**src/rtl/plic_pkg.sv**
```systemverilog
// Constants and carrier types for the lamp, error tally and interrupt control block
package plic_pkg;
    localparam int          ADDR_W        = 5;
    localparam int          DATA_W        = 16;
    localparam int          NUM_EVT       = 3;
    localparam logic [4:0]  ADDR_LAMP     = 5'h14;
    localparam logic [4:0]  ADDR_TALLY    = 5'h15;
    localparam logic [4:0]  ADDR_ICTRL    = 5'h16;
    localparam logic [4:0]  ADDR_IFLAG    = 5'h17;
    localparam logic [15:0] LAMP_RESET    = 16'h3FE9;
    localparam logic [15:0] TALLY_RESET   = 16'h0000;
    localparam logic [15:0] TALLY_MAX     = 16'hFFFF;
    localparam logic [7:0]  ICTRL_RESET   = 8'h00;
    localparam int          SECOND_LSB    = 3;
    localparam int          FIRST_LSB     = 0;
    localparam int          ICTRL_LSB     = 8;
    localparam int          BIT_OUT_EN    = 15;
    localparam int          BIT_RD_CLR    = 14;
    localparam int          BIT_POLARITY  = 13;
    localparam int          BIT_AUTO_CLR  = 12;
    localparam int          BIT_RESETUP   = 11;
    localparam int          EVT_LSB       = 8;
    localparam logic [2:0]  SRC_LINK      = 3'h0;
    localparam logic [2:0]  SRC_ACT       = 3'h1;
    localparam logic [2:0]  SRC_TX        = 3'h2;
    localparam logic [2:0]  SRC_RX        = 3'h3;
    localparam logic [2:0]  SRC_COL       = 3'h4;
    localparam logic [2:0]  SRC_SPEED     = 3'h5;
    localparam logic [2:0]  SRC_DUPLEX    = 3'h6;
    localparam logic [2:0]  SRC_LAST      = 3'h7;

    // Lamp status sources from the rest of the transceiver
    typedef struct packed {
        logic link_integrity;
        logic activity;
        logic transmit;
        logic receive;
        logic collision;
        logic speed_100;
        logic full_duplex;
        logic link_status;
    } plic_lamp_src_s;

    // Event conditions: bit 2 wake from deep_power_down, bit 1 entry, bit 0 autoneg done
    typedef struct packed {
        logic deep_power_down_wake;
        logic deep_power_down_entry;
        logic an_complete;
    } plic_event_s;
endpackage : plic_pkg

```
**src/rtl/plic_top.sv**
```systemverilog
// Status lamp select, receive error tally and interrupt control of the transceiver
`timescale 1ns/100ps
module plic_top (
    input  wire logic                       clk_sys_in,
    input  wire logic                       sys_rst_in,
    input  wire logic                       bank_ext_sel_in,
    input  wire logic [plic_pkg::ADDR_W-1:0] reg_addr_in,
    input  wire logic                       reg_wr_in,
    input  wire logic                       reg_rd_in,
    input  wire logic [plic_pkg::DATA_W-1:0] reg_wdata_in,
    output logic      [plic_pkg::DATA_W-1:0] reg_rdata_out,
    output logic                            reg_rvalid_out,
    input  wire plic_pkg::plic_lamp_src_s   lamp_src_in,
    input  wire logic                       rmii_mode_in,
    input  wire logic                       rx_error_in,
    input  wire plic_pkg::plic_event_s      event_cond_in,
    output logic                            first_status_lamp_out,
    output logic                            second_status_lamp_out,
    output logic                            irq_out,
    output logic                            irq_oe_n_out
);
    logic [15:0] lamp_source_select;
    logic [15:0] receive_error_tally;
    logic [7:0]  interrupt_control;
    logic [plic_pkg::NUM_EVT-1:0] event_flag;
    logic [plic_pkg::NUM_EVT-1:0] cond_prev;
    logic [plic_pkg::NUM_EVT-1:0] cond_now;
    logic [plic_pkg::NUM_EVT-1:0] cond_rise;
    logic [plic_pkg::NUM_EVT-1:0] evt_enable;
    logic [15:0] ictrl_word;
    logic [15:0] flag_word;
    logic        wr_lamp;
    logic        wr_tally;
    logic        wr_ictrl;
    logic        wr_flag;
    logic        rd_flag;
    logic        acc_ok;
    logic        pending;
    logic [15:0] next_rdata;
    // Control fields of the interrupt word
    logic        out_en;
    logic        rd_clr_en;
    logic        irq_active_high;
    logic        auto_clr_en;
    logic        resetup_en;
    logic [plic_pkg::NUM_EVT-1:0] next_event_flag;
    logic        next_irq;

    // Accesses only count while the extended bank is selected
    assign acc_ok   = bank_ext_sel_in;
    assign wr_lamp  = acc_ok && reg_wr_in && (reg_addr_in == plic_pkg::ADDR_LAMP);
    assign wr_tally = acc_ok && reg_wr_in && (reg_addr_in == plic_pkg::ADDR_TALLY);
    assign wr_ictrl = acc_ok && reg_wr_in && (reg_addr_in == plic_pkg::ADDR_ICTRL);
    assign wr_flag  = acc_ok && reg_wr_in && (reg_addr_in == plic_pkg::ADDR_IFLAG);
    assign rd_flag  = acc_ok && reg_rd_in && (reg_addr_in == plic_pkg::ADDR_IFLAG);

    assign cond_now   = event_cond_in;
    assign cond_rise  = cond_now & ~cond_prev;
    assign evt_enable = interrupt_control[plic_pkg::NUM_EVT-1:0];
    assign ictrl_word = {interrupt_control, 8'h00};
    assign flag_word  = {5'h00, event_flag, 8'h00};

    // Control bits by name, so the flag policy below reads like the rules
    assign out_en          = ictrl_word[plic_pkg::BIT_OUT_EN];
    assign rd_clr_en       = ictrl_word[plic_pkg::BIT_RD_CLR];
    assign irq_active_high = ictrl_word[plic_pkg::BIT_POLARITY];
    assign auto_clr_en     = ictrl_word[plic_pkg::BIT_AUTO_CLR];
    assign resetup_en      = ictrl_word[plic_pkg::BIT_RESETUP];

    always_ff @(posedge clk_sys_in) begin
        if (sys_rst_in) begin
            lamp_source_select <= plic_pkg::LAMP_RESET;
        end else if (wr_lamp) begin
            lamp_source_select <= reg_wdata_in;
        end
    end

    // Management write wins over a simultaneous error count; count saturates
    // Saturating rather than wrapping, so a flood of errors never reads as few
    always_ff @(posedge clk_sys_in) begin
        if (sys_rst_in) begin
            receive_error_tally <= plic_pkg::TALLY_RESET;
        end else if (wr_tally) begin
            receive_error_tally <= reg_wdata_in;
        end else if (rmii_mode_in && rx_error_in &&
                     receive_error_tally != plic_pkg::TALLY_MAX) begin
            receive_error_tally <= receive_error_tally + 16'h0001;
        end
    end

    // Only the upper byte is held here; the lower enables belong to other events
    always_ff @(posedge clk_sys_in) begin
        if (sys_rst_in) begin
            interrupt_control <= plic_pkg::ICTRL_RESET;
        end else if (wr_ictrl) begin
            interrupt_control <= reg_wdata_in[15:plic_pkg::ICTRL_LSB];
        end
    end

    // Resets low, the idle level of every condition, so reset alone raises no flag
    always_ff @(posedge clk_sys_in) begin
        if (sys_rst_in) begin
            cond_prev <= '0;
        end else begin
            cond_prev <= cond_now;
        end
    end

    // A new condition edge always beats any clear in the same cycle
    always_comb begin
        next_event_flag = event_flag;
        for (int i = 0; i < plic_pkg::NUM_EVT; i++) begin
            if (cond_rise[i]) begin
                next_event_flag[i] = 1'b1;
            end else if (rd_flag && rd_clr_en) begin
                next_event_flag[i] = 1'b0;
            end else if (wr_flag && reg_wdata_in[plic_pkg::EVT_LSB + i] &&
                         !(resetup_en && cond_now[i])) begin
                next_event_flag[i] = 1'b0;
            end else if (auto_clr_en && !cond_now[i]) begin
                next_event_flag[i] = 1'b0;
            end
        end
    end

    always_ff @(posedge clk_sys_in) begin
        if (sys_rst_in) begin
            event_flag <= '0;
        end else begin
            event_flag <= next_event_flag;
        end
    end

    always_comb begin
        next_rdata = 16'h0000;
        if (acc_ok) begin
            unique case (reg_addr_in)
                plic_pkg::ADDR_LAMP:  next_rdata = lamp_source_select;
                plic_pkg::ADDR_TALLY: next_rdata = receive_error_tally;
                plic_pkg::ADDR_ICTRL: next_rdata = ictrl_word;
                plic_pkg::ADDR_IFLAG: next_rdata = flag_word;
                default:              next_rdata = 16'h0000;
            endcase
        end
    end

    // Read data is captured on the read strobe so a read-clear cannot hide the value
    always_ff @(posedge clk_sys_in) begin
        if (sys_rst_in) begin
            reg_rdata_out  <= 16'h0000;
            reg_rvalid_out <= 1'b0;
        end else begin
            reg_rvalid_out <= reg_rd_in;
            if (reg_rd_in) begin
                reg_rdata_out <= next_rdata;
            end
        end
    end

    // Code 7 differs per lamp, so the caller supplies its value
    function automatic logic lamp_pick(input logic [2:0] code,
                                       input plic_pkg::plic_lamp_src_s src,
                                       input logic last_val);
        logic v;
        v = 1'b0;
        unique case (code)
            plic_pkg::SRC_LINK:   v = src.link_integrity;
            plic_pkg::SRC_ACT:    v = src.activity;
            plic_pkg::SRC_TX:     v = src.transmit;
            plic_pkg::SRC_RX:     v = src.receive;
            plic_pkg::SRC_COL:    v = src.collision;
            plic_pkg::SRC_SPEED:  v = src.speed_100;
            plic_pkg::SRC_DUPLEX: v = src.full_duplex;
            plic_pkg::SRC_LAST:   v = last_val;
        endcase
        return v;
    endfunction : lamp_pick

    // Lamps lag source and select by one cycle; pad polarity is set outside
    always_ff @(posedge clk_sys_in) begin
        if (sys_rst_in) begin
            first_status_lamp_out  <= 1'b0;
            second_status_lamp_out <= 1'b0;
        end else begin
            first_status_lamp_out  <= lamp_pick(
                lamp_source_select[plic_pkg::FIRST_LSB +: 3],
                lamp_src_in, lamp_src_in.link_status);
            second_status_lamp_out <= lamp_pick(
                lamp_source_select[plic_pkg::SECOND_LSB +: 3],
                lamp_src_in, 1'b0);
        end
    end

    // Flags without an enable still record but never reach the pin
    assign pending  = |(event_flag & evt_enable);
    assign next_irq = irq_active_high ? pending : ~pending;

    // Pin is released while disabled so a wired-or line stays at its idle level
    always_ff @(posedge clk_sys_in) begin
        if (sys_rst_in) begin
            irq_out      <= 1'b1;
            irq_oe_n_out <= 1'b1;
        end else begin
            irq_out      <= next_irq;
            irq_oe_n_out <= ~out_en;
        end
    end
endmodule : plic_top

```
**config.mk**
```make
export PLATFORM = sky130hd
export DESIGN_NAME = plic_top
export DESIGN_NICKNAME = d
export VERILOG_FILES = /design/src/rtl/plic_pkg.sv /design/src/rtl/plic_top.sv
export SDC_FILE = /design/constraint.sdc
export NUM_CORES = 1
export LEC_CHECK = 0
export ABC_CLOCK_PERIOD_IN_PS = 4800
export BUFFER_PORTS_ARGS = -buffer_cell sky130_fd_sc_hd__buf_2
export CORE_MARGIN = 4
export CORE_UTILIZATION = 60
export DETAILED_ROUTE_END_ITERATION = 7
export MAX_ROUTING_LAYER = met4
export PLACE_DENSITY = 0.94
export SYNTH_ARGS = -nofsm -noshare
export SYNTH_HDL_FRONTEND = slang
export SYNTH_SLANG_ARGS = --single-unit
```
**constraint.sdc**
```tcl
create_clock -name clk_sys_in -period 4.8 [get_ports clk_sys_in]
set_clock_uncertainty 0.2 [all_clocks]
set_input_delay 0.24 -clock clk_sys_in [delete_from_list [all_inputs] [get_ports clk_sys_in]]
set_output_delay 0.24 -clock clk_sys_in [all_outputs]
set_load 0.01 [all_outputs]
```
==> flow_summary.json, run 1 <==
{
  "worst_setup_path_start_kind": "register",
  "final_cells": 528,
  "multi_input_area_sq_um": 1760,
  "num_io_pins": 60,
  "power_frac_clock_pct": 38.4,
  "ys_types": 47,
  "clock_latency_ns": 0.35,
  "drv_cap": 0,
  "drt-initial-drc-count": 440,
  "grt_max_degree": 45,
  "p_per_area_nw_per_um2": 276,
  "grt_pass1_wl_um": 15300,
  "period_minus_slack_ns": 2.31,
  "max_freq_mhz": 433,
  "synthTopCellsByArea": "dfxtp_1 (41%), nand3_1 (9.9%), nand2_1 (5.1%)",
  "violations": "negative hold slack",
  "initial_core_util_pct": 63.2,
  "power_switching_mw": 0.261,
  "critPathRequiredTime_ns": 4.84,
  "fp.dieW_um": 82.0,
  "finish.utilization_pct": 74.5,
  "critPathCaptureType": "register",
  "drcViolationCount": 0,
  "relSlewSlack_pct": 43.3,
  "hold_buffers": 17,
  "hpwl_um": 6270,
  "yosysTopAreaCellShare_pct": 40.8,
  "dieHeight_um": 82.0,
  "clock-sinks": 67,
  "tns_ns": 0,
  "swShare_pct": 24.3,
  "num_vias": 3443,
  "synth_cells": 393,
  "die-area_sq_um": 6730,
  "total_power_mw": 1.07,
  "h-tree-depth": 3,
  "avgViaCountPerCell": 6.52,
  "ant_nets": 0,
  "ys_seq_area_share_pct": 40.8,
  "dpl_cell_area_sq_um": 3540,
  "cp.arrival_ns": 2.35,
  "antenna_found_initial": 0,
  "post_cts_resized": 0,
  "p_int_mw": 0.811,
  "seqPwrFrac_pct": 53.3,
  "wl_per_cell_um": 18.1,
  "syn_area_sq_um": 3290,
  "setup_viol_count_final": 0,
  "yosysWarnings": 0,
  "synth.largest_area_cell": "dfxtp_1",
  "cts_setup_buffers": 0,
  "place.gp.congestion": 0.897,
  "preCtsSetupSlack_ns": 2.48,
  "ir_worst_vdd_uv": 290,
  "fillers": 400,
  "status": "finished, violations left",
  "diodes": 0,
  "clk_pin_slew_ns": 0.07,
  "synth_edf_count": 0,
  "grt_use_total_pct": 30.7,
  "regArea_sq_um": 1340,
  "drt_first_pass_iters": 7,
  "slew_viol_final": 0,
  "rsz0062_at_grt": "false",
  "place.port_buffers": 59,
  "cts_buffer_depth": 2,
  "synth_flop_cell": "dfxtp_1",
  "final_nets": 495,
  "grt_pass1_vias": 3281,
  "holdCritPathClass": "in2reg",
  "coreArea_sq_um": 5200,
  "final_cell_area_sq_um": 3880,
  "final_hold_viol_count": 1,
  "wl_um": 9550,
  "ys_async_sr_fraction_pct": 0,
  "p_comb_share_pct": 8.3,
  "dp_cells": 497,
  "timing.final.ws_setup_ns": 2.49,
  "grt-ovfl-total": 0,
  "leakage_nw": 1.47,
  "period_share_pct": 48.2,
  "cts_tree": "built",
  "worst_pin_slew_ns": 0.849,
  "cts_buffers": 9,
  "synth_seq_cells": 67,
  "fin_hold_ws_ns": -0.000865,
  "clock_tree.root_cell": "clkbuf_8",
  "mostFrequentLayoutCells": "dfxtp_1 (67), nand3_1 (65), buf_2 (59)",
  "synth.avg_cell_area_sq_um": 8.37,
  "areaGrowthSynthToFinish_pct": 17.9,
  "timing_worst_setup_path_type": "reg2reg",
  "placementRows": 26,
  "drive_above_1_share_pct": 19.0,
  "layout_commonest_cell": "dfxtp_1",
  "syn_nets": 433,
  "cp_max_fo": 9
}
-- worst max-delay path, cell delays in order (launching register included) --
cell	delay, ns
dfxtp_1	0.42
ha_1	0.29
nand4_1	0.16
nor4_2	0.60
o21ai_0	0.22
a311oi_1	0.31
-- layout make-up --
type / count / share of cell area (%)
clock buffers: 12 / 4.00
clock inverters: 2 / 0.323
repair buffers: 79 / 12.6
multi-input cells: 289 / 45.4
well taps: 70 / 2.26
inverters: 9 / 0.871
flip-flops and latches: 67 / 34.6
-- final timing paths --
check	start	end	slack (ns)	cells past startpoint
hold reg to reg	interrupt_control[7]$_SDFFE_PP0P_	irq_oe_n_out$_SDFF_PP1_	0.23	1
setup / recovery	receive_error_tally[0]$_SDFFE_PP0P_	receive_error_tally[4]$_SDFFE_PP0P_	2.49	5
setup reg to reg	receive_error_tally[0]$_SDFFE_PP0P_	receive_error_tally[4]$_SDFFE_PP0P_	2.49	5
hold / removal	reg_wdata_in[10]	lamp_source_select[10]$_SDFFE_PP1P_	-0.0009	3
-- power groups by stage --
stage / combinational (mW) / clock, mW / sequential [mW]
after floorplan: 0.0431 / 0 / 0.582
after global placement: 0.0730 / 0 / 0.583
after detailed placement: 0.0753 / 0 / 0.583
after CTS: 0.0864 / 0.411 / 0.571
after global routing: 0.0963 / 0.436 / 0.571
final: 0.0894 / 0.411 / 0.571
-- registers in the layout (all words and copies together), names as in the netlist --
register,flops
receive_error_tally,16
reg_rvalid_out,1
second_status_lamp_out,1
cond_prev,3
event_flag,3
lamp_source_select,16
irq_out,1
first_status_lamp_out,1
irq_oe_n_out,1
reg_rdata_out,16
interrupt_control,8
-- cells in the mapped netlist, types with 9 or more instances --
master    number
o21ai_0       12
clkbuf_1      19
mux2i_1       10
dfxtp_1       67
nand3_1       65
nor2_1        29
inv_1          9
nand2_1       45
nand2b_1       9
nand4_1       14
a21oi_1       13
a311oi_1      11
-- metal layers --
| metal | GRT usage [%] | part of all wire [%] | vias up |
|---|---|---|---|
| li1 | - | - | 1571 |
| met1 | 34.2 | 37 | 1600 |
| met2 | 51.4 | 50 | 219 |
| met4 | 14.0 | 3.9 | 0 |
| met5 | - | 0 | - |
| met3 | 8.22 | 8.5 | 53 |
-- kinds of logic (layout without fill, tap and decap cells) --
family | Yosys count | count (layout) | share of synthesized area (%)
buffers and inverters | 37 | 102 | 5.78
AO/OA/AOI/OAI | 71 | 71 | 15.6
multiplexers | 13 | 13 | 5.10
XOR/XNOR | 2 | 2 | 0.533
AND/OR/NAND/NOR | 202 | 202 | 31.9
adder cells (fa/ha/maj) | 1 | 1 | 0.380
flip-flops | 67 | 67 | 40.8
Note: power is estimated with default switching activity, not from simulation.
==> run 2, diff against run 1 <==
- ABC_AREA: default -> 1
- ABC_CLOCK_PERIOD_IN_PS: 4800 -> 2280
- CORE_UTILIZATION: 60 -> 56
- PLACE_DENSITY: 0.94 -> 0.89
- clock period: 4.8 -> 2.28 ns (I/O delays scaled with it)
==> run 2 against run 1 <==
  * Power grew 130%
  * First-iteration DRC count increased by 12%
  * Non-clock buffer count up 16
  * Critical endpoint is now first_status_lamp_out$_SDFF_PP0_
  * Largest cell class unchanged
  * The run now ends clean
  * Combinational power rose by 150%
  * Critical path depth grew 3
==> flow_summary.json, run 2 <==
{
  "ys_seq_area_share_pct": 39.2,
  "cts_buffer_depth": 2,
  "slew_viol_final": 0,
  "yosysWarnings": 0,
  "p_per_area_nw_per_um2": 572,
  "mostFrequentLayoutCells": "nand2_1 (148), dfxtp_1 (66), buf_2 (59)",
  "clock_tree.root_cell": "clkbuf_8",
  "syn_nets": 546,
  "cp.arrival_ns": 2.25,
  "hpwl_um": 6800,
  "ys_async_sr_fraction_pct": 0,
  "critPathRequiredTime_ns": 2.33,
  "synth_flop_cell": "dfxtp_1",
  "initial_core_util_pct": 57.9,
  "worst_pin_slew_ns": 0.766,
  "grt-ovfl-total": 0,
  "syn_area_sq_um": 3430,
  "tns_ns": 0,
  "grt_max_degree": 39,
  "cts_tree": "built",
  "worstPathCellList": "dlygate4sd3_1, buf_2, nand2_1, nand3_1, dlygate4sd3_1, a21oi_1, dlygate4sd3_1, nor2_1",
  "drt_first_pass_iters": 5,
  "ant_nets": 0,
  "layout_commonest_cell": "nand2_1",
  "min-delay-start": "lamp_src_in[0]",
  "critPathCaptureType": "register",
  "holdCritPathClass": "in2reg",
  "drive_above_1_share_pct": 18.5,
  "ir_worst_vdd_uv": 461,
  "timing_worst_setup_path_type": "in2reg",
  "regToRegSetupSlack_ns": 0.11,
  "wl_um": 10200,
  "total_power_mw": 2.44,
  "rsz0062_at_grt": "false",
  "relSlewSlack_pct": 48.9,
  "synth.avg_cell_area_sq_um": 6.77,
  "fp.dieW_um": 86.2,
  "period_minus_slack_ns": 2.20,
  "synthTopCellsByArea": "dfxtp_1 (39%), nand2_1 (16%), o21ai_0 (6.7%)",
  "grt_pass1_wl_um": 16400,
  "diodes": 0,
  "min_path_cells": 5,
  "die-area_sq_um": 7430,
  "synth_edf_count": 0,
  "drcViolationCount": 0,
  "max_stage_delay_ns": 0.56,
  "synth.largest_area_cell": "dfxtp_1",
  "biggestRegsByFlops": "lamp_source_select (16), receive_error_tally (16), reg_rdata_out (16)",
  "setup_viol_count_final": 0,
  "ys_types": 31,
  "cp_common_cell": "dlygate4sd3_1",
  "coreArea_sq_um": 5920,
  "place.port_buffers": 59,
  "clock-sinks": 67,
  "clk_pin_slew_ns": 0.08,
  "drv_cap": 0,
  "h-tree-depth": 3,
  "areaGrowthSynthToFinish_pct": 24.6,
  "avgViaCountPerCell": 5.71,
  "drt-initial-drc-count": 492,
  "max_freq_mhz": 455,
  "synth_seq_cells": 67,
  "yosysTopAreaCellShare_pct": 39.2,
  "reg2reg_to": "first_status_lamp_out$_SDFF_PP0_",
  "cts_buffers": 9,
  "grt_pass1_vias": 3518,
  "leakage_nw": 1.80,
  "r2r_start": "lamp_source_select[1]$_SDFFE_PP0P_",
  "place.gp.congestion": 0.913,
  "yosys-top-cells-count": "nand2_1 (148), dfxtp_1 (67), o21ai_0 (46)",
  "period_share_pct": 96.3,
  "yosysMostFrequentCell": "nand2_1",
  "clock_latency_ns": 0.35,
  "worst_setup_path_start_kind": "primary input",
  "synth_cells": 506,
  "status": "complete, no violations",
  "dieHeight_um": 86.2,
  "num_io_pins": 60,
  "wl_per_cell_um": 15.2,
  "num_vias": 3857,
  "rr_worst_depth": 7,
  "placementRows": 28,
  "antenna_found_initial": 0,
  "final_hold_viol_count": 0,
  "min_to": "first_status_lamp_out$_SDFF_PP0_",
  "critPathBufInv": 4,
  "final_nets": 635,
  "cp_max_fo": 2,
  "grt_use_total_pct": 28.3,
  "cpMaxStageDelayCell": "dlygate4sd3_1",
  "cpLargestDelayFamily": "buffers and inverters"
}
run 2: cell type report:
class                   instances  area [sq um]
fillers                       428          1650
repair buffers                 95           643
flip-flops and latches         67          1350
clock buffers                  10           138
multi-input cells             373          1800
well taps                      75          93.8
inverters                      49           184
clock inverters                 6          65.1
run 2: worst reg2reg max path: stages, from the launching register on:
cell and delay [ns]:
dfxtp_4 0.37, inv_2 0.06, nand2_1 0.06, nand3_1 0.06, dlygate4sd3_1 0.56, a21oi_1 0.14
dlygate4sd3_1 0.56, nor2_1 0.05
run 2: logic make-up (layout without fill, tap and decap cells):
kind of cell	Yosys count	after routing	share of synthesized area, %
AOI/OAI and AO/OA	108	108	17.5
xor gates and xnor gates	8	8	2.05
adders and majority gates	1	1	0.365
buffers and inverters	66	160	8.29
DFF	67	67	39.2
and+or+nand+nor	256	256	32.6
run 2: routing by layer:
| layer | track usage, % | wire (um) | vias to the layer above |
|---|---|---|---|
| li1 | - | - | 1830 |
| met1 | 35.7 | 4260 | 1728 |
| met3 | 5.42 | 951 | 37 |
| met5 | - | 0 | - |
| met4 | 13.5 | 327 | 0 |
| met2 | 43.8 | 4690 | 262 |
run 2: how the worst max path moves through the flow:
stage	from	endpoint	slack, ns	depth (start not counted)
after floorplan	receive_error_tally[1]$_SDFFE_PP0P_	receive_error_tally[9]$_SDFFE_PP0P_	0.52	10
after global placement	receive_error_tally[1]$_SDFFE_PP0P_	receive_error_tally[10]$_SDFFE_PP0P_	0.27	10
after detailed placement	receive_error_tally[1]$_SDFFE_PP0P_	receive_error_tally[5]$_SDFFE_PP0P_	0.13	9
after CTS	lamp_source_select[1]$_SDFFE_PP0P_	first_status_lamp_out$_SDFF_PP0_	0.05	7
after global routing	lamp_source_select[1]$_SDFFE_PP0P_	first_status_lamp_out$_SDFF_PP0_	0.008	7
final	lamp_src_in[7]	first_status_lamp_out$_SDFF_PP0_	0.08	8
run 2: through the flow:
stage	worst slack, ns	std cells	utilization, %	instance area, sq um	hold WS, ns
5_1_grt	0.00780	675	72.1	4270	0.0607
4_1_cts	0.0470	673	71.6	4240	0.0129
6_report	0.0844	675	72.1	4270	0.0216
3_5_place_dp	0.133	631	63.8	3770	0.149
3_3_place_gp	0.267	631	63.8	3770	0.147
2_1_floorplan	0.521	506	-	3430	0.0403
run 2: power by group:
| part | switching (mW) | total (mW) | leakage [nW] | internal [mW] |
|---|---|---|---|---|
| Sequential | 0.0168 | 1.20 | 0.544 | 1.19 |
| Clock | 0.483 | 1.02 | 0.102 | 0.534 |
| Combinational | 0.128 | 0.222 | 1.15 | 0.0942 |
| Total | 0.628 | 2.44 | 1.80 | 1.82 |
run 2: what timing repair did:
action,in CTS,in global routing
gates resized for setup,0,3
hold buffers,26,0
buffers inserted,0,2
endpoints found under the setup margin,0,9
endpoints found under the hold margin,47,0
